==> src/inc/map_pkg.sv <==
package map_pkg;

   // ----------------------------------------
   // Register indices; byte address is four times the index.
   // ----------------------------------------
   localparam logic [5:0] IDX_MODE_CTL = 6'h0b;
   localparam logic [5:0] IDX_RAM_POS = 6'h10;
   localparam logic [5:0] IDX_REG_POS = 6'h11;
   localparam logic [5:0] IDX_EE_POS = 6'h12;

   // ----------------------------------------
   // Field positions.
   // ----------------------------------------
   localparam int BIT_EXT_WAIT_STOP = 2;
   localparam int BIT_K_EMULATE = 1;
   localparam int BIT_E_EMULATE = 0;
   localparam int BIT_MAP_WAIT_STOP = 0;
   localparam int BIT_EE_ON = 0;

   // ----------------------------------------
   // Reset values.
   // ----------------------------------------
   localparam logic [4:0] RST_REG_POS = 5'h00;
   localparam logic [2:0] RST_RAM_POS = 3'h1;
   localparam logic [3:0] RST_EE_POS = 4'h0;
   localparam logic RST_EE_ON = 1'b1;

   // ----------------------------------------
   // Port register offsets inside the register block.
   // ----------------------------------------
   localparam logic [9:0] OFF_E_DATA = 10'h008;
   localparam logic [9:0] OFF_E_DIR = 10'h009;
   localparam logic [9:0] OFF_K_DATA = 10'h0fd;
   localparam logic [9:0] OFF_K_DIR = 10'h0ff;

   // ----------------------------------------
   // Fixed address areas.
   // ----------------------------------------
   localparam logic [7:0] DEBUG_ROM_PAGE = 8'hff;
   localparam logic [1:0] FLASH_FIXED_LOW = 2'h1;
   localparam logic [1:0] FLASH_WINDOW = 2'h2;
   localparam logic [1:0] FLASH_FIXED_HIGH = 2'h3;
   localparam logic [1:0] FIXED_ARRAY = 2'h3;

   // ----------------------------------------
   // Timing.
   // ----------------------------------------
   localparam int CLK_PERIOD_NS = 10;
   localparam int EXT_STOP_DELAY_NS = 40;
   localparam int EXT_STOP_CYCLES = (EXT_STOP_DELAY_NS + CLK_PERIOD_NS - 1) / CLK_PERIOD_NS;
   localparam logic [2:0] EXT_STOP_COUNT = 3'(EXT_STOP_CYCLES);

endpackage : map_pkg

==> src/resource_map_decoder.sv <==
// Chosen here: the Avalon-MM slave port.
`timescale 1ns/1ps

module resource_map_decoder
   import map_pkg::*;
(
   // Clock and reset.
   input wire logic clk,
   input wire logic rst,
   // Avalon-MM register slave.
   input wire logic [7:0] avs_address,
   input wire logic avs_read,
   input wire logic avs_write,
   input wire logic [31:0] avs_writedata,
   input wire logic [3:0] avs_byteenable,
   output logic [31:0] avs_readdata,
   output logic avs_waitrequest,
   // Operating mode.
   input wire logic special_mode_select_n,
   input wire logic mode_b,
   input wire logic mode_a,
   input wire logic wait_mode,
   input wire logic ext_bus_busy,
   input wire logic debug_rom_active,
   // CPU address to decode.
   input wire logic [15:0] cpu_addr,
   input wire logic [2:0] flash_page,
   // Decode results.
   output logic sel_debug_rom,
   output logic sel_regs,
   output logic sel_ram,
   output logic sel_eeprom,
   output logic sel_flash,
   output logic sel_external,
   output logic [1:0] flash_array,
   output logic [14:0] flash_offset,
   output logic k_port_mapped,
   output logic e_port_mapped,
   output logic k_port_gpio,
   // Wait-mode shutdown.
   output logic ext_bus_shutdown,
   output logic map_if_shutdown
);
   import map_pkg::*;

   // ----------------------------------------
   // State.
   // ----------------------------------------
   typedef struct packed {
      logic ack;
      logic [7:0] rdata;
      logic ext_bus_wait_stop;
      logic k_port_emulate;
      logic e_port_emulate;
      logic map_if_wait_stop;
      logic k_wr_seen;
      logic e_wr_seen;
      logic rg_wr_seen;
      logic rm_wr_seen;
      logic ee_wr_seen;
      logic [4:0] register_block_position;
      logic [2:0] ram_position;
      logic [3:0] eeprom_position;
      logic ee_on;
      logic [4:0] rg_act;
      logic [2:0] rm_act;
      logic [3:0] ee_act;
      logic ee_on_act;
      logic [2:0] stop_cnt;
      logic bus_off;
   } st_s;

   st_s s_q;
   st_s s_d;

   logic special;
   logic single_chip;
   logic peripheral;
   logic expanded;
   logic [5:0] idx;
   logic bus_req;
   logic wr_ok;
   logic in_reg_blk;
   logic reg_hole;
   logic [9:0] reg_off;
   logic hit_dbg;
   logic hit_ram;
   logic hit_ee;
   logic hit_flash;

   // ----------------------------------------
   // Mode decode.
   // ----------------------------------------
   assign special = ~special_mode_select_n;
   assign single_chip = ~mode_b & ~mode_a;
   assign peripheral = special & mode_b & ~mode_a;
   assign expanded = ~single_chip & ~peripheral;
   assign idx = avs_address[7:2];
   assign bus_req = avs_read | avs_write;
   assign wr_ok = avs_write & s_q.ack & avs_byteenable[0];

   // One wait state per access; the answer edge is the one where ack is high.
   assign avs_waitrequest = bus_req & ~s_q.ack;
   assign avs_readdata = {24'h000000, s_q.rdata};

   // ----------------------------------------
   // Port register visibility.
   // ----------------------------------------
   assign k_port_mapped = single_chip | ~s_q.k_port_emulate;
   assign e_port_mapped = ~expanded | ~s_q.e_port_emulate;
   // Without emulation the port K pins fall back to plain I/O.
   assign k_port_gpio = ~s_q.k_port_emulate | single_chip;

   // ----------------------------------------
   // Address decode with fixed precedence.
   // ----------------------------------------
   assign reg_off = cpu_addr[9:0];
   assign in_reg_blk = (cpu_addr[15:11] == s_q.rg_act) & ~cpu_addr[10];
   // Removed port registers fall through so external logic can emulate them.
   assign reg_hole = (~k_port_mapped & ((reg_off == OFF_K_DATA) | (reg_off == OFF_K_DIR)))
                   | (~e_port_mapped & ((reg_off == OFF_E_DATA) | (reg_off == OFF_E_DIR)));
   assign hit_dbg = debug_rom_active & (cpu_addr[15:8] == DEBUG_ROM_PAGE);
   assign hit_ram = cpu_addr[15:13] == s_q.rm_act;
   assign hit_ee = s_q.ee_on_act & (cpu_addr[15:12] == s_q.ee_act) & cpu_addr[11];
   assign hit_flash = cpu_addr[15:14] != 2'h0;

   // Each select is masked by every higher one, so exactly one is ever high.
   always_comb begin
      sel_debug_rom = hit_dbg;
      sel_regs = ~hit_dbg & in_reg_blk & ~reg_hole;
      sel_ram = ~hit_dbg & ~sel_regs & hit_ram;
      sel_eeprom = ~hit_dbg & ~sel_regs & ~hit_ram & hit_ee;
      sel_flash = ~hit_dbg & ~sel_regs & ~hit_ram & ~hit_ee & hit_flash;
      sel_external = ~hit_dbg & ~sel_regs & ~hit_ram & ~hit_ee & ~hit_flash;
   end

   // Fixed array sits at both 16K ranges; the window takes the page input.
   always_comb begin
      case (cpu_addr[15:14])
         FLASH_FIXED_LOW: begin
            flash_array = FIXED_ARRAY;
            flash_offset = {1'b0, cpu_addr[13:0]};
         end
         FLASH_WINDOW: begin
            flash_array = flash_page[2:1];
            flash_offset = {flash_page[0], cpu_addr[13:0]};
         end
         FLASH_FIXED_HIGH: begin
            flash_array = FIXED_ARRAY;
            flash_offset = {1'b1, cpu_addr[13:0]};
         end
         default: begin
            flash_array = 2'h0;
            flash_offset = 15'h0000;
         end
      endcase
   end

   assign ext_bus_shutdown = s_q.bus_off;
   assign map_if_shutdown = wait_mode & s_q.map_if_wait_stop;

   // ----------------------------------------
   // Next state.
   // ----------------------------------------
   // Emulate bits come out of reset set in special modes, clear in normal ones.
   always_comb begin
      s_d = s_q;
      if (rst) begin
         s_d = '0;
         s_d.k_port_emulate = special;
         s_d.e_port_emulate = special;
         s_d.register_block_position = RST_REG_POS;
         s_d.ram_position = RST_RAM_POS;
         s_d.eeprom_position = RST_EE_POS;
         s_d.ee_on = RST_EE_ON;
         s_d.rg_act = RST_REG_POS;
         s_d.rm_act = RST_RAM_POS;
         s_d.ee_act = RST_EE_POS;
         s_d.ee_on_act = RST_EE_ON;
      end else begin
         s_d.ack = bus_req & ~s_q.ack;
         // Read data is loaded during the wait cycle and stands at the answer edge.
         if (avs_read & ~s_q.ack) begin
            case (idx)
               IDX_MODE_CTL: s_d.rdata = {special_mode_select_n, mode_b, mode_a, 2'b00,
                                          s_q.ext_bus_wait_stop, s_q.k_port_emulate, s_q.e_port_emulate};
               IDX_RAM_POS: s_d.rdata = {s_q.ram_position, 5'h00};
               IDX_REG_POS: s_d.rdata = {s_q.register_block_position, 2'b00, s_q.map_if_wait_stop};
               IDX_EE_POS: s_d.rdata = {s_q.eeprom_position, 3'h0, s_q.ee_on};
               default: s_d.rdata = 8'h00;
            endcase
         end
         if (wr_ok) begin
            case (idx)
               IDX_MODE_CTL: begin
                  if (!special) begin
                     s_d.ext_bus_wait_stop = avs_writedata[BIT_EXT_WAIT_STOP];
                  end
                  // First write is only recorded in special modes, taken in normal ones.
                  s_d.k_wr_seen = 1'b1;
                  s_d.e_wr_seen = 1'b1;
                  if (special == s_q.k_wr_seen) begin
                     s_d.k_port_emulate = avs_writedata[BIT_K_EMULATE];
                  end
                  if (special == s_q.e_wr_seen) begin
                     s_d.e_port_emulate = avs_writedata[BIT_E_EMULATE];
                  end
               end
               IDX_RAM_POS: begin
                  s_d.rm_wr_seen = 1'b1;
                  if (special | ~s_q.rm_wr_seen) begin
                     s_d.ram_position = avs_writedata[7:5];
                  end
               end
               IDX_REG_POS: begin
                  s_d.rg_wr_seen = 1'b1;
                  if (special | ~s_q.rg_wr_seen) begin
                     s_d.register_block_position = avs_writedata[7:3];
                  end
                  if (!special) begin
                     s_d.map_if_wait_stop = avs_writedata[BIT_MAP_WAIT_STOP];
                  end
               end
               IDX_EE_POS: begin
                  s_d.ee_wr_seen = 1'b1;
                  if (special | ~s_q.ee_wr_seen) begin
                     s_d.eeprom_position = avs_writedata[7:4];
                     s_d.ee_on = avs_writedata[BIT_EE_ON];
                  end
               end
               default: begin
               end
            endcase
         end
         // The decode follows the stored positions one cycle late.
         s_d.rg_act = s_q.register_block_position;
         s_d.rm_act = s_q.ram_position;
         s_d.ee_act = s_q.eeprom_position;
         s_d.ee_on_act = s_q.ee_on | single_chip;
         // Shutdown waits for idle bus cycles so a last transfer can finish.
         if (wait_mode & s_q.ext_bus_wait_stop) begin
            if (ext_bus_busy) begin
               s_d.stop_cnt = 3'h0;
            end else if (s_q.stop_cnt != EXT_STOP_COUNT) begin
               s_d.stop_cnt = s_q.stop_cnt + 3'h1;
            end
            s_d.bus_off = s_q.bus_off | (s_q.stop_cnt == EXT_STOP_COUNT);
         end else begin
            s_d.stop_cnt = 3'h0;
            s_d.bus_off = 1'b0;
         end
      end
   end

   // Single state register.
   always_ff @(posedge clk) begin
      s_q <= s_d;
   end
endmodule : resource_map_decoder

==> config.mk <==
export PLATFORM = sky130hd
export DESIGN_NAME = resource_map_decoder
export DESIGN_NICKNAME = d
export VERILOG_FILES = /design/src/inc/map_pkg.sv /design/src/resource_map_decoder.sv
export SDC_FILE = /design/constraint.sdc
export NUM_CORES = 1
export LEC_CHECK = 0
export BUFFER_PORTS_ARGS = -buffer_cell sky130_fd_sc_hd__buf_2
export CORE_MARGIN = 5
export CORE_UTILIZATION = 49
export DETAILED_ROUTE_END_ITERATION = 16
export GPL_TIMING_DRIVEN = 0
export PLACE_DENSITY = 0.86
export SLEW_MARGIN = 30
export SYNTH_ARGS = -nofsm -noshare
export SYNTH_HDL_FRONTEND = slang
export SYNTH_SLANG_ARGS = --single-unit
export TNS_END_PERCENT = 5
==> constraint.sdc <==
create_clock -name clk -period 2.2 [get_ports clk]
set_input_delay 0 -clock clk [delete_from_list [all_inputs] [get_ports clk]]
set_output_delay 0 -clock clk [all_outputs]
set_load 0.05 [all_outputs]
# ---- Yosys cells after proc, flatten, opt, wreduce, memory -nomap -nowiden
# Cells that the tools add are included.
dict set report op_classes {
  add_sub_neg 1
  n_eq_ne 18
  mux 23
  n_bitwise 58
  n_reduce_logical 17
}
# cell n
set op_table {}
lappend op_table {{15-bit one-hot mux with 3 select lines} 1}
lappend op_table {{38-bit 2-to-1 mux} 1}
lappend op_table {{8-bit one-hot mux with 4 select lines} 1}
lappend op_table {{1-bit bitwise AND} 25}
lappend op_table {{1-bit inverter} 22}
lappend op_table {{21-bit 2-to-1 mux} 1}
lappend op_table {{10-bit by 4-bit == test with 1-bit output, second input constant} 2}
lappend op_table {{10-bit by 8-bit == test with 1-bit output, second input constant} 2}
lappend op_table {{5-bit 2-to-1 mux} 4}
lappend op_table {{6-bit by 5-bit == test with 1-bit output, second input constant} 3}
lappend op_table {{3-bit AND reduction} 6}
lappend op_table {{3-bit 2-to-1 mux} 4}
lappend op_table {{1-bit bitwise OR} 11}
lappend op_table {{8-bit == test, second input constant} 1}
lappend op_table {{2-bit AND reduction} 4}
lappend op_table {{2-bit nonzero test} 4}
lappend op_table {{1-bit 2-to-1 mux} 7}
lappend op_table {{6-bit by 4-bit == test with 1-bit output, second input constant} 1}
lappend op_table {{5-bit == test} 1}
lappend op_table {{2-bit == test, second input constant} 2}
lappend op_table {{4-bit == test} 1}
lappend op_table {{2-bit 2-to-1 mux} 2}
lappend op_table {{4-bit 2-to-1 mux} 1}
lappend op_table {{2-bit one-hot mux with 2 select lines} 1}
lappend op_table {{other kinds (8)} 9}
dict set report totals {
  regBits 47
  inputBits 73
  output_inout_bits 61
  word_cells 137
}

# ---- Longest topological paths before layout
dict set report depth {
  word_depth 17
  ltp_mapped 6
  ltp_nobuf 5
}

# ---- Worst setup path after synthesis
# OpenSTA, ideal clock, no wires.
dict set report synth_path {
  kind {in2out}
  from {input mode_a}
  to {output sel_external}
  t_arrival_ps 3285
  required_time_ps 2200
  setup_slack_ps -1085
  cell_stages 4
  n_path_buf 0
  cell_sequence {o21ai_0 > o22ai_1 > a2111oi_2 > nor4_1}
}
dict set report synth_between {
  elab_chain_cells 16
  elab_cells_between_ends 21
  classes_between {21 x bitwise}
}
# item line
set synth_lines {}
lappend synth_lines {{start: declaration} resource_map_decoder.sv:21} ;# input wire logic mode_a,
lappend synth_lines {{1-bit inverter *} {resource_map_decoder.sv:95, resource_map_decoder.sv:96}}
lappend synth_lines {{1-bit bitwise AND (on tied branches)} {resource_map_decoder.sv:95, resource_map_decoder.sv:96}}
lappend synth_lines {{1-bit inverter} resource_map_decoder.sv:97} ;# assign expanded = ~single_chip & ~peripheral;
lappend synth_lines {{1-bit bitwise AND} resource_map_decoder.sv:97}
lappend synth_lines {{1-bit inverter} resource_map_decoder.sv:110} ;# assign e_port_mapped = ~expanded | ~s_q.e_port_emulate;
lappend synth_lines {{1-bit bitwise OR} resource_map_decoder.sv:110}
lappend synth_lines {{1-bit inverter} resource_map_decoder.sv:121} ;# | (~e_port_mapped & ((reg_off == OFF_E_DATA) | (reg_off == OFF_E_DIR)));
lappend synth_lines {{1-bit bitwise AND} resource_map_decoder.sv:121}
lappend synth_lines {{1-bit bitwise OR *} resource_map_decoder.sv:121}
lappend synth_lines {{1-bit inverter *} resource_map_decoder.sv:130} ;# sel_regs = ~hit_dbg & in_reg_blk & ~reg_hole;
lappend synth_lines {{1-bit bitwise AND *} resource_map_decoder.sv:130}
lappend synth_lines {{via sel_regs} resource_map_decoder.sv:30} ;# output logic sel_regs,
lappend synth_lines {{1-bit inverter *} resource_map_decoder.sv:134} ;# sel_external = ~hit_dbg & ~sel_regs & ~hit_ram & ~hit_ee & ~hit_flash;
lappend synth_lines {{1-bit bitwise AND * (4 in series)} resource_map_decoder.sv:134}
lappend synth_lines {{end: declaration} resource_map_decoder.sv:34} ;# output logic sel_external,
# The timed path passes the listed nets; every way through them passes the cells marked *.

# ---- Final worst setup path
dict set report layout_path {
  from {register s_q[37] (netlist name)}
  to {output sel_regs}
}
dict set report layout_between {
  elab_chain_cells 7
}
# item line
set layout_lines {}
lappend layout_lines {{start: declaration} resource_map_decoder.sv:73} ;# st_s s_q;
lappend layout_lines {{start signal: assignment} resource_map_decoder.sv:257} ;# s_q <= s_d;
lappend layout_lines {{1-bit inverter} resource_map_decoder.sv:109} ;# assign k_port_mapped = single_chip | ~s_q.k_port_emulate;
lappend layout_lines {{1-bit bitwise OR} resource_map_decoder.sv:109}
lappend layout_lines {{1-bit inverter} resource_map_decoder.sv:120} ;# assign reg_hole = (~k_port_mapped & ((reg_off == OFF_K_DATA) | (reg_off == OFF_K_DIR)))
lappend layout_lines {{1-bit bitwise AND} resource_map_decoder.sv:120}
lappend layout_lines {{1-bit bitwise OR} resource_map_decoder.sv:121}
lappend layout_lines {{1-bit inverter} resource_map_decoder.sv:130}
lappend layout_lines {{1-bit bitwise AND} resource_map_decoder.sv:130}
lappend layout_lines {{end: declaration} resource_map_decoder.sv:30}
# Every way passes these cells.

==> out/results.ini <==
[status]
status = completed

[cts]
numCtsBuffers = 5
cts.path.max_buffers = 2
clock_insertion_delay_worst_skew_ns = 0.30
cts_tree = yes
postCtsHoldBufs = 10
cts_max_level = 2
clk_pin_slew_worst_paths_ns = 0.09
clockRootBuffer = clkbuf_8
cts.sinks = 47
postCtsSetupBuffers = 0
cts_resized = 0

[sta]
fmax_mhz = 534.7
finalHoldViolations = 0
timing.hold.ws_ns = 0.006834
slew_violations = 0
period_share_pct = 85.00
min_period_ns = 1.870
fin_setup_tns_ns = 0
max-slew-margin-rel_pct = 41.37
rsz0062_at_grt = no
worstMarginPinSlew_ns = 0.8721
fin_skew_ns = 0.002974
setup_viol = 0

[floorplanning]
row_count = 26
start_util_pct = 50.12
core_area_sq_um = 5075
dieArea_sq_um = 6732
io_pins = 134
die_h_microns = 82.05
fp.dieW_microns = 82.05

[grt]
grtUsageTotal_pct = 18.61
grt_overflow = 0
grt_pass1_wl_mm = 9.749
first_global_vias = 2251
antenna_found_initial = 0
grt_max_degree = 17

[layout]
finalNetCount = 482
finalNonFillerCells = 478
stdcell_area_sq_um = 3356
area.growth.synth_to_final_pct = 31.92
antenna_cells = 0
drive_above_1_share_pct = 34.31

[yosys]
synth_edf_count = 2
syn_area_sq_um = 2544
yosysTopAreaCell = dfxtp_1
synth_top_area_share_pct = 35.42
synthCells = 291
synth_area_leaders = dfxtp_1 (35%), buf_4 (9.7%), mux2i_1 (6.3%), nor2b_1 (5.7%), nor2_1 (4.9%)
synth_top_cells_by_count = dfxtp_1 (45), buf_4 (33), nor2_1 (33), nor2b_1 (23), nand2_1 (20)
synth_seq_area_share_pct = 37.78
ys_ff_latch = 47
synth_flop_cell = dfxtp_1
yosys_warnings = 0
yosysMostFrequentCell = dfxtp_1
avgSynthCellArea_sq_um = 8.741
async_flop_share_pct = 0
ys_types = 45

[routing]
drt-initial-drc-count = 79
drt_pass1_iterations = 4
vias_per_cell = 4.904
drc_errors = 0
wl_per_cell_microns = 13.26
num_vias = 2344
drtAntennaViolNets = 0
wl_mm = 6.340

[setup_path]
cp_cell_sequence = o21ai_4 -> o22ai_1 -> a2111oi_4 -> buf_2
endpoint_kind = output port
crit_fanout = 5
start_kind = flip-flop
worstSetupPathType = flip-flop to output port
slowest_delay_ns = 0.53
slowest_stage = a2111oi_4
reg2reg_depth = 5
crit_required_ns = 2.20
path_delay_family = compound AO/OA/AOI/OAI gates
cp_num_buf_inv = 1
r2r-end = s_q[26]
regToRegStartpoint = s_q[47]
rrSetupSlack_ns = 0.40
worstPathArrival_ns = 1.87

[placed_design]
gp_congestion = 0.8472
dp_cells = 460
numPortBuffers = 76
dp_hpwl_mm = 5.150
placed_area_sq_um = 3146

[min_path]
min_from = avs_read
hp-class = input pin to flip-flop
holdPathStages = 3
holdPathEnd = s_q[47]

[power]
power.density_nw_per_um2 = 569.4
p_leak_nw = 1.630
max-vdd-ir-drop_mv = 0.5803

[run]
drv_cap = 0

-- cells in the final DEF, fill, tap and decap left out, types with 4 or more instances in the layout --
master         instances
xor2_1                 5
mux2i_1               16
clkbuf_1               8
nand3_1               10
a21o_1                 4
a21oi_1                7
inv_1                  7
a22oi_1                4
nor2b_1               23
dlygate4sd3_1         10
nand2_1               19
nor2_1                33
and2b_2                4
dfxtp_1               45
buf_2                 76
buf_4                 33
xnor2_1                9
clkbuf_8               5
nand2b_1              10
o21ai_0                4
nand4_1                4
conb_1                24
nor3_1                 7
-- area by class of cell --
cell class | instances | area [sq um]
fill | 424 | 1719
clock buffer | 6 | 93.84
buffer | 44 | 305.3
clock inverter | 2 | 16.27
inverter | 7 | 26.28
multi-input combinational | 216 | 1385
sequential | 47 | 960.9
tap | 70 | 87.58
timing repair buffer | 86 | 480.5
-- per-stage QoR --
stage | power (W) | setup slack (ns) | util [%]
floorplan | 0.001215 | 0.009704 | -
global placement | 0.001311 | 0.4452 | 61.98
detailed placement | 0.001317 | 0.4380 | 61.98
CTS | 0.001910 | 0.3211 | 66.12
global route | 0.001985 | 0.2209 | 66.12
finish | 0.001911 | 0.3299 | 66.12
-- worst reg2reg max path, cell delays in order (launching register included) --
cell and delay (ns):
dfxtp_1 0.40, nand3_1 0.24, nor3_1 0.42, nand2_1 0.31, mux2i_1 0.24, nor2_1 0.06
-- sequential cells by signal, summed over array words and instances (netlist names) --
register          cells
ext_bus_shutdown      1
s_q                  38
avs_readdata          8
-- kinds of logic (layout without fill, tap and decap cells) --
kind of cell               after synthesis  after routing  synth area share [%]
DFF                                     47             47                 37.78
muxes                                   19             19                 7.919
buffers and inverters                   51            145                 13.04
other                                    1             24                0.1474
and+or+nand+nor                        129            129                 27.74
adders and majority gates                2              2                0.9836
xor gates and xnor gates                14             14                 4.821
AOI/OAI and AO/OA                       28             28                 7.575
-- metal layers --
layer	routed length, microns	global-route usage (%)	vias up	share of wire [%]
li1	-	-	1156	-
met1	2397	20.39	1064	38
met2	3164	34.98	116	50
met3	716	4.715	8	11
met4	61	5.316	0	0.96
met5	0	0	-	0
-- power by group --
group          switching [W]  total (W)  internal (W)
Sequential        0.00000455   0.000865      0.000860
Clock               0.000300   0.000596      0.000297
Combinational       0.000312   0.000449      0.000138
Total               0.000616    0.00191       0.00129
-- worst max-delay path by stage --
stage,endpoint,depth (start not counted),slack [ns],from
6_report,sel_regs,4,0.33,s_q[37]
5_1_grt,sel_regs,4,0.22,s_q[37]
4_1_cts,sel_regs,4,0.32,s_q[37]
3_5_place_dp,s_q[26],6,0.44,avs_address[7]
3_3_place_gp,s_q[27],6,0.45,avs_address[7]
2_1_floorplan,sel_ram,4,0.01,s_q[37]
No activity file was read; power rests on OpenSTA's default activity.
